==> src/hw/display_defs.svh <==
// Constants for the status display sequencer
`ifndef DISPLAY_DEFS_SVH
`define DISPLAY_DEFS_SVH
`define CLK_MHZ       64'd100
`define MS_CYCLES(ms) (64'(ms) * 64'd1000 * `CLK_MHZ)
`define DWELL_MS      1500
`define RECOVER_MS    10000
`define FIELD_FREE_MS 5000
`define TEXT_MS       40000
`define SCROLL_MS     250
`define TEXT_MAX      6'd32
`define REC_INDEX     16'h70DD
`define REC_SUBSLOT   16'h0001
`define REC_SLOT_HI   16'h0001
`define CHAR_LO       8'h20
`define CHAR_HI       8'h7E
`define CHAR_SUB      8'h3F
`define LETTER_F      8'h46
`define LETTER_E      8'h45
`define LETTER_U      8'h55
`define LETTER_I      8'h49
`define LETTER_P      8'h50
`define BOOT_LEN_CFG  4'h9
`define BOOT_LEN_NONE 4'h8
`endif

==> src/hw/display_pkg.sv <==
// Types shared by the status display sequencer
`include "display_defs.svh"
package display_pkg;
  typedef enum logic [4:0] {
    scr_sensor_type, scr_sw_version, scr_serial, scr_net_name, scr_addr_mode,
    scr_wireless, scr_cfg_date, scr_signature, scr_align, scr_config_missing_banner,
    scr_config_wait_banner, scr_config_transfer_banner, scr_ping, scr_diag,
    scr_locked, scr_message, scr_text, scr_normal
  } screen_type;
  typedef enum logic [2:0] {cat_failure, cat_external, cat_usage, cat_info, cat_param} diag_cat_type;
  typedef enum logic [3:0] {
    mode_boot, mode_idle, mode_cfg_wait, mode_cfg_xfer, mode_ping,
    mode_diag, mode_message, mode_text, mode_locked
  } mode_type;
  typedef struct packed {
    logic [15:0] slot;
    logic [15:0] subslot;
    logic [15:0] index;
  } record_addr_type;
  typedef struct packed {
    logic       valid;
    logic       first;
    logic       last;
    logic [7:0] data;
  } text_beat_type;
  typedef struct packed {
    diag_cat_type cat;
    logic [11:0]  code;
    logic         locking;
  } diag_type;
  typedef struct packed {
    logic [3:0]  source;
    logic [11:0] code;
  } message_type;
  typedef struct packed {
    screen_type  screen;
    logic        blank;
    logic        rotate;
    logic [7:0]  letter;
    logic [11:0] code;
    logic [3:0]  source;
    logic [7:0]  field_pair;
    logic [5:0]  text_len;
    logic [4:0]  scroll_pos;
  } display_type;
  function automatic logic [7:0] cat_letter(input diag_cat_type c);
    unique case (c)
      cat_failure:  cat_letter = `LETTER_F;
      cat_external: cat_letter = `LETTER_E;
      cat_usage:    cat_letter = `LETTER_U;
      cat_info:     cat_letter = `LETTER_I;
      cat_param:    cat_letter = `LETTER_P;
      default:      cat_letter = `LETTER_F;
    endcase
  endfunction
endpackage

==> src/hw/status_display_sequencer.sv <==
// Status display sequencer: screen selection, diagnostics, recovery and scrolling text
`timescale 1ns/1ps
`include "display_defs.svh"
module status_display_sequencer #(
  parameter logic [31:0] DWELL_CYCLES   = 32'(`MS_CYCLES(`DWELL_MS)),
  parameter logic [31:0] RECOVER_CYCLES = 32'(`MS_CYCLES(`RECOVER_MS)),
  parameter logic [31:0] FREE_CYCLES    = 32'(`MS_CYCLES(`FIELD_FREE_MS)),
  parameter logic [31:0] TEXT_CYCLES    = 32'(`MS_CYCLES(`TEXT_MS)),
  parameter logic [31:0] SCROLL_CYCLES  = 32'(`MS_CYCLES(`SCROLL_MS))
) (
  input  wire logic                        core_clk,
  input  wire logic                        arst_n,
  input  wire logic                        boot_active,
  input  wire logic                        config_present,
  input  wire logic                        cfg_wait,
  input  wire logic                        cfg_transfer,
  input  wire logic                        ping_event,
  input  wire logic                        diag_event,
  input  display_pkg::diag_type            diag_in,
  input  wire logic                        msg_event,
  input  display_pkg::message_type         msg_in,
  input  wire logic                        field_free,
  input  wire logic [7:0]                  field_pair,
  input  wire logic                        blank_cfg,
  input  wire logic                        rotate_cfg,
  input  display_pkg::record_addr_type     rec_addr,
  input  display_pkg::text_beat_type       text_beat,
  input  wire logic [4:0]                  text_rd_addr,
  output display_pkg::display_type         disp,
  output logic [7:0]                       text_rd_data,
  output logic                             automatic_error_recovery
);
  import display_pkg::*;

  logic [7:0]  text_mem [32];
  logic        capture;
  logic [5:0]  wptr;
  logic [5:0]  text_len;
  logic        next_capture;
  logic [5:0]  next_wptr;
  logic [5:0]  next_text_len;
  logic        text_we;
  logic [4:0]  text_waddr;
  logic [7:0]  text_wdata;
  logic        text_done;
  logic        addr_ok;
  logic [5:0]  wpos;

  mode_type    mode;
  logic [31:0] tmr;
  logic [3:0]  idx;
  logic [31:0] stmr;
  logic [4:0]  scroll_pos;
  diag_type    diag;
  message_type msg;
  mode_type    next_mode;
  logic [31:0] next_tmr;
  logic [3:0]  next_idx;
  logic [31:0] next_stmr;
  logic [4:0]  next_scroll_pos;
  diag_type    next_diag;
  message_type next_msg;
  logic        next_recovery;
  display_type next_disp;
  logic        busy_diag;

  function automatic screen_type boot_screen(input logic [3:0] i, input logic cfg);
    if (!cfg && i == 4'h6) begin
      boot_screen = scr_config_missing_banner;
    end else if (!cfg && i == 4'h7) begin
      boot_screen = scr_align;
    end else begin
      boot_screen = screen_type'({1'b0, i});
    end
  endfunction

  // Text capture from the record write
  always_comb begin
    addr_ok = (rec_addr.slot <= `REC_SLOT_HI) && (rec_addr.subslot == `REC_SUBSLOT)
              && (rec_addr.index == `REC_INDEX);
    wpos          = text_beat.first ? 6'h00 : wptr;
    next_capture  = capture;
    next_wptr     = wptr;
    next_text_len = text_len;
    text_we       = 1'b0;
    text_waddr    = wpos[4:0];
    text_done     = 1'b0;
    if (text_beat.data < `CHAR_LO || text_beat.data > `CHAR_HI) begin
      text_wdata = `CHAR_SUB;
    end else begin
      text_wdata = text_beat.data;
    end
    if (text_beat.valid) begin
      if (text_beat.first) begin
        next_capture = addr_ok;
        next_wptr    = 6'h00;
      end
      if (text_beat.first ? addr_ok : capture) begin
        if (wpos != `TEXT_MAX) begin
          text_we   = 1'b1;
          next_wptr = wpos + 6'h01;
        end
        if (text_beat.last) begin
          text_done     = 1'b1;
          next_capture  = 1'b0;
          next_text_len = (wpos != `TEXT_MAX) ? wpos + 6'h01 : `TEXT_MAX;
        end
      end
    end
  end

  always_ff @(posedge core_clk or negedge arst_n) begin
    if (!arst_n) begin
      capture  <= 1'b0;
      wptr     <= 6'h00;
      text_len <= 6'h00;
    end else begin
      capture  <= next_capture;
      wptr     <= next_wptr;
      text_len <= next_text_len;
    end
  end

  always_ff @(posedge core_clk) begin
    if (text_we) begin
      text_mem[text_waddr] <= text_wdata;
    end
  end

  always_ff @(posedge core_clk or negedge arst_n) begin
    if (!arst_n) begin
      text_rd_data <= 8'h00;
    end else begin
      text_rd_data <= text_mem[text_rd_addr];
    end
  end

  // Mode sequencing and screen selection
  always_comb begin
    next_mode       = mode;
    next_tmr        = tmr;
    next_idx        = idx;
    next_stmr       = stmr;
    next_scroll_pos = scroll_pos;
    next_diag       = diag;
    next_msg        = msg;
    next_recovery   = 1'b0;
    busy_diag       = (mode == mode_diag);
    if (mode == mode_locked) begin
      next_mode = mode_locked;
    end else if (diag_event && diag_in.locking) begin
      next_mode = mode_locked;
      next_diag = diag_in;
    end else if (boot_active) begin
      next_mode = mode_boot;
      if (mode != mode_boot) begin
        next_idx = 4'h0;
        next_tmr = 32'h0;
      end else if (tmr == DWELL_CYCLES - 32'h1) begin
        next_tmr = 32'h0;
        next_idx = (idx + 4'h1 == (config_present ? `BOOT_LEN_CFG : `BOOT_LEN_NONE))
                   ? 4'h0 : idx + 4'h1;
      end else begin
        next_tmr = tmr + 32'h1;
      end
    end else if (cfg_transfer) begin
      next_mode = mode_cfg_xfer;
    end else if (cfg_wait) begin
      next_mode = mode_cfg_wait;
    end else if (diag_event) begin
      next_mode = mode_diag;
      next_diag = diag_in;
      next_tmr  = 32'h0;
    end else if (ping_event && !busy_diag) begin
      next_mode = mode_ping;
      next_tmr  = 32'h0;
    end else if (msg_event && !busy_diag) begin
      next_mode = mode_message;
      next_msg  = msg_in;
      next_tmr  = 32'h0;
    end else if (text_done && !busy_diag) begin
      next_mode       = mode_text;
      next_tmr        = 32'h0;
      next_stmr       = 32'h0;
      next_scroll_pos = 5'h00;
    end else begin
      unique case (mode)
        mode_diag: begin
          next_tmr = tmr + 32'h1;
          if (tmr == RECOVER_CYCLES - 32'h1) begin
            next_recovery = 1'b1;
            next_mode     = mode_idle;
            next_tmr      = 32'h0;
          end
        end
        mode_ping: begin
          next_tmr = tmr + 32'h1;
          if (tmr == DWELL_CYCLES - 32'h1) begin
            next_mode = mode_idle;
            next_tmr  = 32'h0;
          end
        end
        mode_message: begin
          next_tmr = field_free ? tmr + 32'h1 : 32'h0;
          if (field_free && tmr == FREE_CYCLES - 32'h1) begin
            next_mode = mode_idle;
            next_tmr  = 32'h0;
          end
        end
        mode_text: begin
          next_tmr  = tmr + 32'h1;
          next_stmr = stmr + 32'h1;
          if (stmr == SCROLL_CYCLES - 32'h1) begin
            next_stmr       = 32'h0;
            next_scroll_pos = ({1'b0, scroll_pos} + 6'h01 >= text_len) ? 5'h00 : scroll_pos + 5'h01;
          end
          if (tmr == TEXT_CYCLES - 32'h1) begin
            next_mode = mode_idle;
            next_tmr  = 32'h0;
          end
        end
        mode_idle: begin
          next_mode = mode_idle;
        end
        default: begin
          next_mode = mode_idle;
          next_tmr  = 32'h0;
        end
      endcase
    end

    next_disp            = disp;
    next_disp.blank      = blank_cfg;
    next_disp.rotate     = rotate_cfg;
    next_disp.field_pair = field_pair;
    next_disp.letter     = cat_letter(next_diag.cat);
    next_disp.code       = (next_mode == mode_message) ? next_msg.code : next_diag.code;
    next_disp.source     = next_msg.source;
    next_disp.text_len   = text_len;
    next_disp.scroll_pos = next_scroll_pos;
    unique case (next_mode)
      mode_boot:     next_disp.screen = boot_screen(next_idx, config_present);
      mode_idle:     next_disp.screen = config_present ? scr_normal : scr_align;
      mode_cfg_wait: next_disp.screen = scr_config_wait_banner;
      mode_cfg_xfer: next_disp.screen = scr_config_transfer_banner;
      mode_ping:     next_disp.screen = scr_ping;
      mode_diag:     next_disp.screen = scr_diag;
      mode_message:  next_disp.screen = scr_message;
      mode_text:     next_disp.screen = scr_text;
      mode_locked:   next_disp.screen = scr_locked;
      default:       next_disp.screen = scr_locked;
    endcase
  end

  always_ff @(posedge core_clk or negedge arst_n) begin
    if (!arst_n) begin
      mode                     <= mode_boot;
      tmr                      <= 32'h0;
      idx                      <= 4'h0;
      stmr                     <= 32'h0;
      scroll_pos               <= 5'h00;
      diag                     <= '0;
      msg                      <= '0;
      automatic_error_recovery <= 1'b0;
      disp                     <= '0;
    end else begin
      mode                     <= next_mode;
      tmr                      <= next_tmr;
      idx                      <= next_idx;
      stmr                     <= next_stmr;
      scroll_pos               <= next_scroll_pos;
      diag                     <= next_diag;
      msg                      <= next_msg;
      automatic_error_recovery <= next_recovery;
      disp                     <= next_disp;
    end
  end
endmodule

==> config.mk <==
export PLATFORM = sky130hd
export DESIGN_NAME = status_display_sequencer
export DESIGN_NICKNAME = d
export VERILOG_FILES = /design/src/hw/display_pkg.sv /design/src/hw/status_display_sequencer.sv
export VERILOG_INCLUDE_DIRS = /design/src /design/src/hw
export SDC_FILE = /design/constraint.sdc
export NUM_CORES = 1
export LEC_CHECK = 0
export BUFFER_PORTS_ARGS = -buffer_cell sky130_fd_sc_hd__buf_2
export CORE_ASPECT_RATIO = 1.25
export CORE_UTILIZATION = 45
export CTS_CLUSTER_DIAMETER = 120
export DETAILED_ROUTE_END_ITERATION = 8
export PLACE_DENSITY = 0.68
export SYNTH_ARGS = -nofsm -noshare
export SYNTH_HDL_FRONTEND = slang
export SYNTH_SLANG_ARGS = --single-unit
==> constraint.sdc <==
create_clock -name core_clk -period 3.7 [get_ports core_clk]
set_input_delay 0.37 -clock core_clk [delete_from_list [all_inputs] [get_ports core_clk]]
set_output_delay 0.37 -clock core_clk [all_outputs]
set_load 0.02 [all_outputs]
## Word level (Yosys, flattened, before mapping)

Memory sizes are Yosys's and may differ from the RTL's. A register that Yosys moved wholly into a read port is not among the register bits.
Index checks and enable logic that the tools add are counted.

- Register bits after elaboration: 164
- Memory bits (writable): 256
- Output and inout bits: 59
- Logic and storage cells: 187
- Memories kept: 1

- $add $sub $neg: 6
- Magnitude comparators: 4
- Equal/unequal tests: 34
- Multiplexer cells: 89
- Bitwise logic cells: 8
- Reductions and logical operators: 24

Memory list:

| memory | depth | width | read ports | clocked after Yosys merged registers in | wr ports | line | RTL |
|---|---|---|---|---|---|---|---|
| text_mem | 32 | 8 | 1 | 1 | 1 | status_display_sequencer.sv:35 | `logic [7:0] text_mem [32];` |

Operators by type and width:

| cell | count |
|---|---|
| 2-to-1 mux 32 bit | 16 |
| case mux 32 bit (5 select lines) | 1 |
| 2-to-1 mux 12 bit | 9 |
| 2-to-1 mux 16 bit | 6 |
| 2-to-1 mux 4 bit | 21 |
| adder 32 x 1 -> 32 bit, second input constant | 2 |
| == test 4 x 3 -> 1 bit, second input constant | 10 |
| case mux 5 bit (8 select lines) | 1 |
| == test 32 x 25 -> 1 bit, second input constant | 1 |
| == test 32 x 28 -> 1 bit, second input constant | 1 |
| == test 32 x 29 -> 1 bit, second input constant | 1 |
| == test 32 x 30 -> 1 bit, second input constant | 1 |
| == test 32 bit, second input constant | 1 |
| 2-to-1 mux 5 bit | 5 |
| 2-to-1 mux 6 bit | 4 |
| 2-to-1 mux 1 bit | 23 |
| case mux 5 bit (4 select lines) | 1 |
| == test 16 x 1 -> 1 bit, second input constant | 1 |
| == test 16 x 15 -> 1 bit, second input constant | 1 |
| less-or-equal comparator 16 x 1 -> 1 bit, second input constant | 1 |
| case mux 4 bit (4 select lines) | 1 |
| inequality test 6 bit, second input constant | 2 |
| AND reduction 10 bit | 1 |
| AND reduction 5 bit | 2 |
| other kinds (27) | 52 |

## Logic depth before layout (Yosys ltp)

Gate-level depths: netlist of run 1.

- Word-level depth: 18
- Depth in mapped cells: 13
- Depth with buffers taken out: 10

## Worst setup path after synthesis of run 1

No wires, ideal clock.

- Path type: register to register
- Start point: register tmr[9]
- End point: register tmr[20]
- Library setup time: 0.128 ns
- Arrival time: 2.898 ns
- Slack: 0.674 ns
- Cell stages (with the launch flop): 11
- Path buffers: 2
- Period minus slack after synthesis: 3.026 ns
- Cell sequence: dfrtp_1 or4b_4 or4_1 o311ai_1 a21boi_1 o31a_1 o21ai_4 nand2b_1 buf_4 buf_6 o31ai_1

- Longest elaborated chain between the ends: 11
- Elaborated cells between the ends (all ways): 20
- Those cells by class: add/sub (1); eq/ne (4); mux (14); reduce/logical (1)

RTL lines:

| what | line | RTL |
|---|---|---|
| start, declared | status_display_sequencer.sv:50 | `logic [31:0] tmr;` |
| start signal, assigned | status_display_sequencer.sv:268 | `tmr <= next_tmr;` |
| adder 32 x 1 -> 32 bit / == test 32 x 29 -> 1 bit (equally long branches) | n/a |  |
| 2-to-1 mux 32 bit / logical AND 1 bit (equally long branches) | status_display_sequencer.sv:204, status_display_sequencer.sv:205 |  |
| 2-to-1 mux 32 bit | status_display_sequencer.sv:205 | `if (field_free && tmr == FREE_CYCLES - 32'h1) begin` |
| case mux 32 bit (5 select lines) | status_display_sequencer.sv:187 | `unique case (mode)` |
| 2-to-1 mux 32 bit | status_display_sequencer.sv:181 | `end else if (text_done && !busy_diag) begin` |
| 2-to-1 mux 32 bit | status_display_sequencer.sv:177 | `end else if (msg_event && !busy_diag) begin` |
| 2-to-1 mux 32 bit | status_display_sequencer.sv:174 | `end else if (ping_event && !busy_diag) begin` |
| 2-to-1 mux 32 bit | status_display_sequencer.sv:170 | `end else if (diag_event) begin` |
| 2-to-1 mux 32 bit | status_display_sequencer.sv:168 | `end else if (cfg_wait) begin` |
| 2-to-1 mux 32 bit | status_display_sequencer.sv:166 | `end else if (cfg_transfer) begin` |
| 2-to-1 mux 32 bit (*) | status_display_sequencer.sv:154 | `end else if (boot_active) begin` |

Mark *: on every way between the ends. The rest lies on a longest branch, timed or not. The select of a mux whose other input is x is not followed.
A chain may end at the register's enable or synchronous reset.

## Worst setup path in the final report of run 1

- Start point: register tmr[9]
- End point: register tmr[5]

- Longest elaborated chain between the ends: 11
- Elaborated cells between the ends (all ways): 18
- Those cells by class: eq/ne (4); mux (13); reduce/logical (1)

RTL lines:

| what | line |
|---|---|
| == test 32 x 29 -> 1 bit | status_display_sequencer.sv:205 |
| logical AND 1 bit | status_display_sequencer.sv:205 |
| 2-to-1 mux 32 bit | status_display_sequencer.sv:205 |
| case mux 32 bit (5 select lines) | status_display_sequencer.sv:187 |
| 2-to-1 mux 32 bit | status_display_sequencer.sv:181 |
| 2-to-1 mux 32 bit | status_display_sequencer.sv:177 |
| 2-to-1 mux 32 bit | status_display_sequencer.sv:174 |
| 2-to-1 mux 32 bit | status_display_sequencer.sv:170 |
| 2-to-1 mux 32 bit | status_display_sequencer.sv:168 |
| 2-to-1 mux 32 bit | status_display_sequencer.sv:166 |
| 2-to-1 mux 32 bit (*) | status_display_sequencer.sv:154 |

Marks and branches as above.

==> qor.yml, run 1 <==
outcome: "finished clean"
cts_resized: 0
wl_per_cell_um: 19.4
worst-path-max-fanout: 13
ant_nets: 0
vias: 11576
synth_common_cells: "256 x edfxtp_1, 169 x dfrtp_1, 106 x nor2_1"
min_path_type: "input pin to flop"
nets: 1648
setup_ws_ns: 0.271
synth_top_area_frac: 0.419
synthMostInstantiatedCell: "edfxtp_1"
hold_viol: 0
maxCapViolations: 0
post_cts_buffers: 0
setup_viol: 0
ctsHoldBuffers: 11
p_switching_mw: 2.02
yosysTopAreaCell: "edfxtp_1"
die_x_um: 183
slew_headroom: 0.121
swShare: 0.208
drtPass1Iterations: 6
syn_area_um2: 18300
hold_slack_ns: 0.0582
syn_avg_cell_area_um2: 14.6
vias_per_cell: 5.53
p_int_mw: 7.68
cp-end-kind: "flop"
p_leak_nw: 8.46
p_comb_frac: 0.045
place_hpwl_mm: 27.6
finClkSkew_ns: 0.0123
gp_congestion: 0.851
fin_crit_ns: 3.43
ys_types: 74
area_growth_pct: 18.4
cts_buffers: 42
required_ns: 4.12
period_share: 0.927
yosys_warnings: 0
synth_ff_type: "edfxtp_1"
finalInstanceArea_um2: 21700
cp-start-kind: "flop"
dp_slack_ns: 0.301
start_util: 0.457
place_area_um2: 20200
path_class: "flop to flop"
antenna_cells: 0
worstMarginPinSlew_ns: 1.32
io_buffers: 171
tritoncts: "built"
rows: 82
root_buffer: "clkbuf_16"
drt_first_iter_violations: 889
cts_sinks: 425
grt.total_usage: 0.200
clockBufferDepth: 3
grt_pass1_vias: 11696
ir_drop_mv: 0.343
seqPwrFrac: 0.523
drc: 0
ios: 175
netlist_instances: 1252
clk_latency_ns: 0.55
slew_viol_final: 0
max_freq_ghz: 0.292
powerDensity_nw_per_um2: 447
fillers: 3267
power.total_mw: 9.70
fp.dieH_um: 228
grt_max_degree: 105
cp.arrival_ns: 3.85
yosysSeqAreaShare: 0.650
path_clk_slew_ns: 0.06
power_frac_clock: 0.432
grt_pass1_wl_mm: 63.9
synth-seq-cells: 425
routed_wl_mm: 40.6
coreArea_um2: 40100
synth_edf_count: 256
fin_setup_tns_ns: 0
dieArea_um2: 41600
overflow: 0
htree_levels: 2
antenna_found_initial: 0
synth_area_leaders: "edfxtp_1 42%, dfrtp_1 23%, mux4_2 9.8%"
rsz0062_at_grt: "false"
ys_async_sr_fraction: 0.398
drive_gt1_frac: 0.276
## power groups by stage
stage / logic, mW / clock network, mW / registers [mW]
after floorplan: 0.202 / 0 / 5.19
after global placement: 0.425 / 0 / 5.16
after detailed placement: 0.433 / 0 / 5.17
after CTS: 0.444 / 4.30 / 5.07
after global routing: 0.474 / 4.47 / 5.07
final: 0.435 / 4.19 / 5.07
## routing by layer
layer	vias to the layer above	track usage	routed length (um)
met1	5913	0.259	16700
met2	304	0.349	21000
li1	5301	-	-
met4	0	0.0648	1000
met3	58	0.0268	1850
met5	-	0	0
## final timing paths
| path | start | to | slack (ns) | cells after the start |
|---|---|---|---|---|
| hold / removal | msg_in[14] | msg[14] | 0.06 | 2 |
| min in group asynchronous | arst_n | stmr[21] | 0.49 | 2 |
| setup reg to reg | tmr[9] | tmr[5] | 0.27 | 9 |
| setup / recovery | tmr[9] | tmr[5] | 0.27 | 9 |
| max in group asynchronous | arst_n | disp[37] | 2.30 | 3 |
| hold reg to reg | text_len[5] | disp[10] | 0.39 | 0 |
## placed cells by master, fill, tap and decap left out, types with 7 or more instances in the layout
master,Yosys,final
edfxtp_1,256,256
dfrtp_1,169,169
buf_2,1,169
nor2_1,106,106
nand2_1,83,83
mux4_2,80,80
buf_4,9,57
o21ai_0,48,48
mux2_2,45,45
clkbuf_16,0,43
conb_1,2,35
inv_1,32,32
nand3_1,32,32
a21oi_1,28,28
nor4_1,23,23
nand4_1,20,20
nand2b_1,19,19
xor2_1,18,18
ha_1,15,15
or4_1,14,14
o31ai_1,14,14
and3_1,13,13
nor3_1,13,13
o21ai_1,13,13
nor2b_1,12,12
dlygate4sd3_1,0,11
a21o_1,10,10
clkinv_1,0,10
o41ai_1,9,9
a22o_1,9,9
clkbuf_1,28,9
xnor2_1,8,8
mux2_1,8,8
and2_1,7,7
nor4b_1,7,7
mux2i_1,7,7
## flip-flops by register name, summed over array words and instances (netlist names)
signal,cells
text_mem,256
disp,39
stmr,32
tmr,32
msg,16
diag,15
text_rd_data,8
text_len,6
wptr,6
scroll_pos,5
idx,4
mode,4
automatic_error_recovery,1
capture,1
## final cells by class
class	count	area, um^2	area share
flip-flops and latches	425	11900	0.549
multi-input cells	775	6180	0.285
repair buffers	241	1460	0.0670
clock buffers	53	1120	0.0518
well taps	546	683	0.0315
clock inverters	23	228	0.0105
inverters	32	120	0.00553
## cells by family after synthesis
| kind of cell | synth area share |
|---|---|
| multiplexers | 0.135 |
| adder cells (fa/ha/maj) | 0.0102 |
| other | 0.000410 |
| AO/OA/AOI/OAI | 0.0601 |
| XOR/XNOR | 0.0124 |
| AND/OR/NAND/NOR | 0.112 |
| flip-flops | 0.650 |
| buffers and inverters | 0.0206 |
## critical path: stages (launching register included)
cell and delay, ns:
dfrtp_1 0.42, or4b_4 0.59, nor4_1 0.61, a31oi_1 0.16
a211o_1 0.25, o211ai_1 0.32, nand2_1 0.43, nand2b_1 0.23
buf_4 0.20, o41ai_1 0.09
## per-stage QoR
| stage | utilization | std cells |
|---|---|---|
| floorplan | - | 1285 |
| global placement | 0.505 | 2008 |
| detailed placement | 0.505 | 2008 |
| CTS | 0.541 | 2095 |
| global route | 0.541 | 2095 |
| finish | 0.541 | 2095 |
Note: power is estimated with default switching activity, not from simulation.
==> inputs of run 2 (changes only) <==
- MAX_ROUTING_LAYER: default -> met4
- clock period: 3.7 -> 4.3 ns (I/O delays scaled with it)
==> qor.yml, run 2 (same netlist as run 1, synthesis figures left out) <==
outcome: "finished with violations"  # was finished clean
violations: "hold timing"
ir_drop_mv: 0.311  # was 0.343 mV
slew_headroom: 0.116  # was 0.121
io_buffers: 171  # unchanged
htree_levels: 2  # unchanged
dp_cells: 1999  # was 2008
fin_crit_ns: 3.57  # was 3.43 ns
hold_viol: 16  # was 0
place_hpwl_mm: 27.7  # was 27.6 mm
tritoncts: "built"  # unchanged
top_regs: "text_mem x256, disp x39"  # unchanged
drive_gt1_frac: 0.274  # was 0.276
power.total_mw: 8.48  # was 9.70 mW
overflow: 0  # unchanged
antenna_cells: 0  # unchanged
cp-start-kind: "flop"  # unchanged
path_clk_slew_ns: 0.06  # about the same
ant_nets: 0  # unchanged
final_common_cell: "edfxtp_1"  # unchanged
reg2reg_to: "tmr[10]"  # was tmr[5]
clockBufferDepth: 3  # unchanged
fin_setup_tns_ns: 0  # unchanged
slew_viol_final: 0  # unchanged
largest_register_ffs: 256  # unchanged
period_share: 0.829  # was 0.927
clk_latency_ns: 0.56  # was 0.55 ns
die_x_um: 183  # unchanged
min_path_type: "input pin to async pin"  # was input pin to flop
grt.total_usage: 0.210  # was 0.200
path_class: "flop to flop"  # unchanged
worst-path-max-fanout: 12  # was 13
ios: 175  # unchanged
area_growth_pct: 18.2  # was 18.4%
cp-end-kind: "flop"  # unchanged
r2r-start: "tmr[9]"  # unchanged
gp_congestion: 0.911  # was 0.851
drc: 0  # unchanged
hold_slack_ns: -0.0197  # was 0.0582 ns
regToRegSetupSlack_ns: 0.73  # was 0.27 ns
wl_per_cell_um: 19.9  # was 19.4 um
max_freq_ghz: 0.280  # was 0.292 GHz
place_area_um2: 20100  # was 20200 um^2
required_ns: 4.74  # was 4.12 ns
worstMarginPinSlew_ns: 1.33  # was 1.32 ns
setup_viol: 0  # unchanged
grt_pass1_vias: 11456  # was 11696
coreArea_um2: 40100  # unchanged
rsz0062_at_grt: "false"  # unchanged
maxCapViolations: 0  # unchanged
largest_register: "text_mem"  # unchanged
finalInstanceArea_um2: 21700  # about the same
root_buffer: "clkbuf_16"  # unchanged
start_util: 0.457  # unchanged
setup_ws_ns: 0.734  # was 0.271 ns
fin_cells: 2089  # was 2095
grt_pass1_wl_mm: 64.6  # was 63.9 mm
routed_wl_mm: 41.5  # was 40.6 mm
finClkSkew_ns: 0.0174  # was 0.0123 ns
powerDensity_nw_per_um2: 392  # was 447 nW/um^2
dieArea_um2: 41600  # unchanged
cts_buffers: 43  # was 42
drtPass1Iterations: 5  # was 6
startpoint: "tmr[9]"  # unchanged
nets: 1639  # was 1648
fp.dieH_um: 228  # unchanged
cp.arrival_ns: 4.00  # was 3.85 ns
dp_slack_ns: 0.709  # was 0.301 ns
drt_first_iter_violations: 895  # was 889
vias: 11453  # was 11576
p_leak_nw: 8.45  # was 8.46 nW
post-route-util: 0.540  # was 0.541
cts_sinks: 425  # unchanged
grt_max_degree: 95  # was 105
rows: 82  # unchanged
final_cell_mix: "256 x edfxtp_1, 169 x dfrtp_1, 169 x buf_2"  # unchanged
antenna_found_initial: 0  # unchanged
r2r_cells: 8  # was 9
vias_per_cell: 5.48  # was 5.53
==> run 2: worst max path at each step <==
stage	endpoint	slack, ns
after detailed placement	text_mem[11][6]	0.71
after CTS	tmr[22]	0.73
after floorplan	tmr[20]	1.27
after global placement	tmr[22]	0.72
after global routing	tmr[12]	0.41
final	tmr[10]	0.73
==> run 2: timing repair <==
action	4_1_cts	5_1_grt
setup endpoints to repair	0	0
hold buffers	10	0
endpoints found under the hold margin	10	0
setup buffers	0	0
gates resized for setup	0	0
==> run 2: where the power goes <==
part | internal, mW | switching [mW]
clock network | 2.18 | 1.57
logic | 0.158 | 0.216
registers | 4.36 | 0.00780
total | 6.69 | 1.79
==> run 2: critical path, stage by stage, from the launching register on <==
cell and delay [ns]:
dfrtp_1 0.43, or4b_4 0.61, nor4_1 0.57, a31oi_1 0.16
a211o_1 0.24, o211ai_1 0.57, and2_1 0.53, nor2_1 0.12
a22o_1 0.21
==> run 2: area by class of cell <==
| type | count | area, um^2 |
|---|---|---|
| Tap cell | 546 | 683 |
| Timing Repair Buffer | 231 | 1350 |
| Clock inverter | 27 | 290 |
| Inverter | 32 | 120 |
| Multi-Input combinational cell | 775 | 6180 |
| Sequential cell | 425 | 11900 |
| Fill cell | 3325 | 18500 |
| Clock buffer | 53 | 1120 |
==> run 2: layer usage <==
metal  GRT usage  vias up  part of all wire
met5           -        -                 0
met4      0.0618        0             0.022
met3      0.0293       59             0.044
met2       0.358      267              0.52
met1       0.263     5836              0.41
li1            -     5291                 -
==> inputs of run 3 (changes only) <==
- clock period: 4.3 -> 3.7 ns (I/O delays scaled with it)
==> qor.yml, run 3 (same netlist as run 1, synthesis figures left out) <==
outcome: "finished clean"  # was finished with violations
required_ns: 4.11  # was 4.74 ns
whs_endpoint: "msg[14]"
root_buffer: "clkbuf_16"  # unchanged
worstMarginPinSlew_ns: 1.31  # was 1.33 ns
cts_buffers: 42  # was 43
htree_levels: 2  # unchanged
p_comb_frac: 0.045  # was 0.044
min_path_type: "input pin to flop"  # was input pin to async pin
gp_congestion: 0.865  # was 0.911
path_class: "flop to flop"  # unchanged
seqPwrFrac: 0.522  # was 0.514
fp.dieH_um: 228  # unchanged
hold_start: "msg_in[14]"
drtPass1Iterations: 5  # unchanged
finClkSkew_ns: 0.0131  # was 0.0174 ns
worst-path-max-fanout: 13  # was 12
maxCapViolations: 0  # unchanged
drc: 0  # unchanged
cts_sinks: 425  # unchanged
slowest_stage: "nor4_1"  # was or4b_4
start_util: 0.457  # unchanged
p_switching_mw: 2.03  # was 1.79 mW
die_x_um: 183  # unchanged
ios: 175  # unchanged
post-route-util: 0.541  # was 0.540
nets: 1648  # was 1639
cp.arrival_ns: 3.86  # was 4.00 ns
cts_resized: 0  # unchanged
largest_register: "text_mem"  # unchanged
coreArea_um2: 40100  # unchanged
period_share: 0.933  # was 0.829
rsz0062_at_grt: "false"  # unchanged
r2r_cells: 9  # was 8
antenna_cells: 0  # unchanged
critical_path.top_delay_family: "simple AND/OR/NAND/NOR gates"  # unchanged
overflow: 0  # unchanged
drive_gt1_frac: 0.276  # was 0.274
grt_pass1_wl_mm: 64.0  # was 64.6 mm
max_stage_delay_ns: 0.63  # was 0.61 ns
setup_viol: 0  # unchanged
final_cell_mix: "256 x edfxtp_1, 169 x dfrtp_1, 169 x buf_2"  # unchanged
crit_path_cell_trace: "or4b_4 -> nor4_1 -> a31oi_1 -> a211o_1 -> o211ai_1 -> nand2_1 -> nand2b_1 -> buf_4 -> o31ai_1"  # was or4b_4 -> nor4_1 -> a31oi_1 -> a211o_1 -> o211ai_1 -> and2_1 -> nor2_1 -> a22o_1
rows: 82  # unchanged
largest_register_ffs: 256  # unchanged
reg2reg_to: "tmr[24]"  # was tmr[10]
ir_drop_mv: 0.343  # was 0.311 mV
top_regs: "text_mem x256, disp x39"  # unchanged
cp-start-kind: "flop"  # unchanged
power.total_mw: 9.71  # was 8.48 mW
regToRegSetupSlack_ns: 0.25  # was 0.73 ns
hold_viol: 0  # was 16
wl_per_cell_um: 19.4  # was 19.9 um
whs_path_depth: 2
cp-end-kind: "flop"  # unchanged
dieArea_um2: 41600  # unchanged
powerDensity_nw_per_um2: 447  # was 392 nW/um^2
fin_crit_ns: 3.45  # was 3.57 ns
clockBufferDepth: 3  # unchanged
drt_first_iter_violations: 1030  # was 895
grt_pass1_vias: 11661  # was 11456
clk_latency_ns: 0.55  # was 0.56 ns
post_cts_buffers: 0  # unchanged
dp_cells: 2008  # was 1999
max_freq_ghz: 0.290  # was 0.280 GHz
antenna_found_initial: 0  # unchanged
slew_headroom: 0.124  # was 0.116
r2r-start: "tmr[9]"  # unchanged
startpoint: "tmr[9]"  # unchanged
hold_slack_ns: 0.0565  # was -0.0197 ns
final_common_cell: "edfxtp_1"  # unchanged
ctsHoldBuffers: 11  # was 10
fin_setup_tns_ns: 0  # unchanged
fin_cells: 2095  # was 2089
critPathBufInv: 1  # was 0
vias_per_cell: 5.51  # was 5.48
vias: 11547  # was 11453
tritoncts: "built"  # unchanged
ant_nets: 0  # unchanged
power_frac_clock: 0.433  # was 0.441
io_buffers: 171  # unchanged
routed_wl_mm: 40.6  # was 41.5 mm
area_growth_pct: 18.4  # was 18.2%
swShare: 0.209  # was 0.211
place_hpwl_mm: 27.6  # was 27.7 mm
grt_max_degree: 105  # was 95
grt.total_usage: 0.206  # was 0.210
path_clk_slew_ns: 0.06  # about the same
p_int_mw: 7.68  # was 6.69 mW
slew_viol_final: 0  # unchanged
p_leak_nw: 8.46  # was 8.45 nW
## run 3: layout make-up
cell class              instances  area, um^2
multi-input cells             775        6180
clock buffers                  53        1120
well taps                     546         683
inverters                      32         120
fillers                      3267       18400
flip-flops and latches        425       11900
clock inverters                23         228
repair buffers                241        1460
## run 3: how the worst max path moves through the flow
stage                     endpoint  slack (ns)  cells after the start
final                      tmr[24]        0.25                      9
after global placement     tmr[24]        0.32                      9
after floorplan            tmr[20]        0.67                     10
after detailed placement   tmr[24]        0.30                      9
after CTS                   tmr[5]        0.30                      9
after global routing        tmr[5]        0.05                     10
## run 3: worst register-to-register path, delay by kind of cell, from the launching register on
kind	cells	cell delay (ns)
buf+inv	1	0.20
simple gates	4	1.89
compound gates	4	0.83
flops	1	0.42
## run 3: metrics by stage
step / worst slack [ns] / cell area (um^2)
floorplan: 0.674 / 18500
global placement: 0.319 / 20200
detailed placement: 0.301 / 20200
CTS: 0.298 / 21700
global route: 0.0450 / 21700
finish: 0.249 / 21700
## run 3: layer usage
metal / global-route usage / part of all wire / vias to the layer above
li1: - / - / 5302
met4: 0.0642 / 0.025 / 0
met5: - / 0 / -
met2: 0.349 / 0.52 / 270
met3: 0.0269 / 0.039 / 58
met1: 0.260 / 0.42 / 5917
## run 3: power by group through the flow
stage	combinational, mW	clock [mW]	sequential [mW]
5_1_grt	0.474	4.47	5.07
2_1_floorplan	0.202	0	5.19
3_5_place_dp	0.433	0	5.17
3_3_place_gp	0.425	0	5.16
4_1_cts	0.444	4.30	5.07
6_report	0.436	4.21	5.07
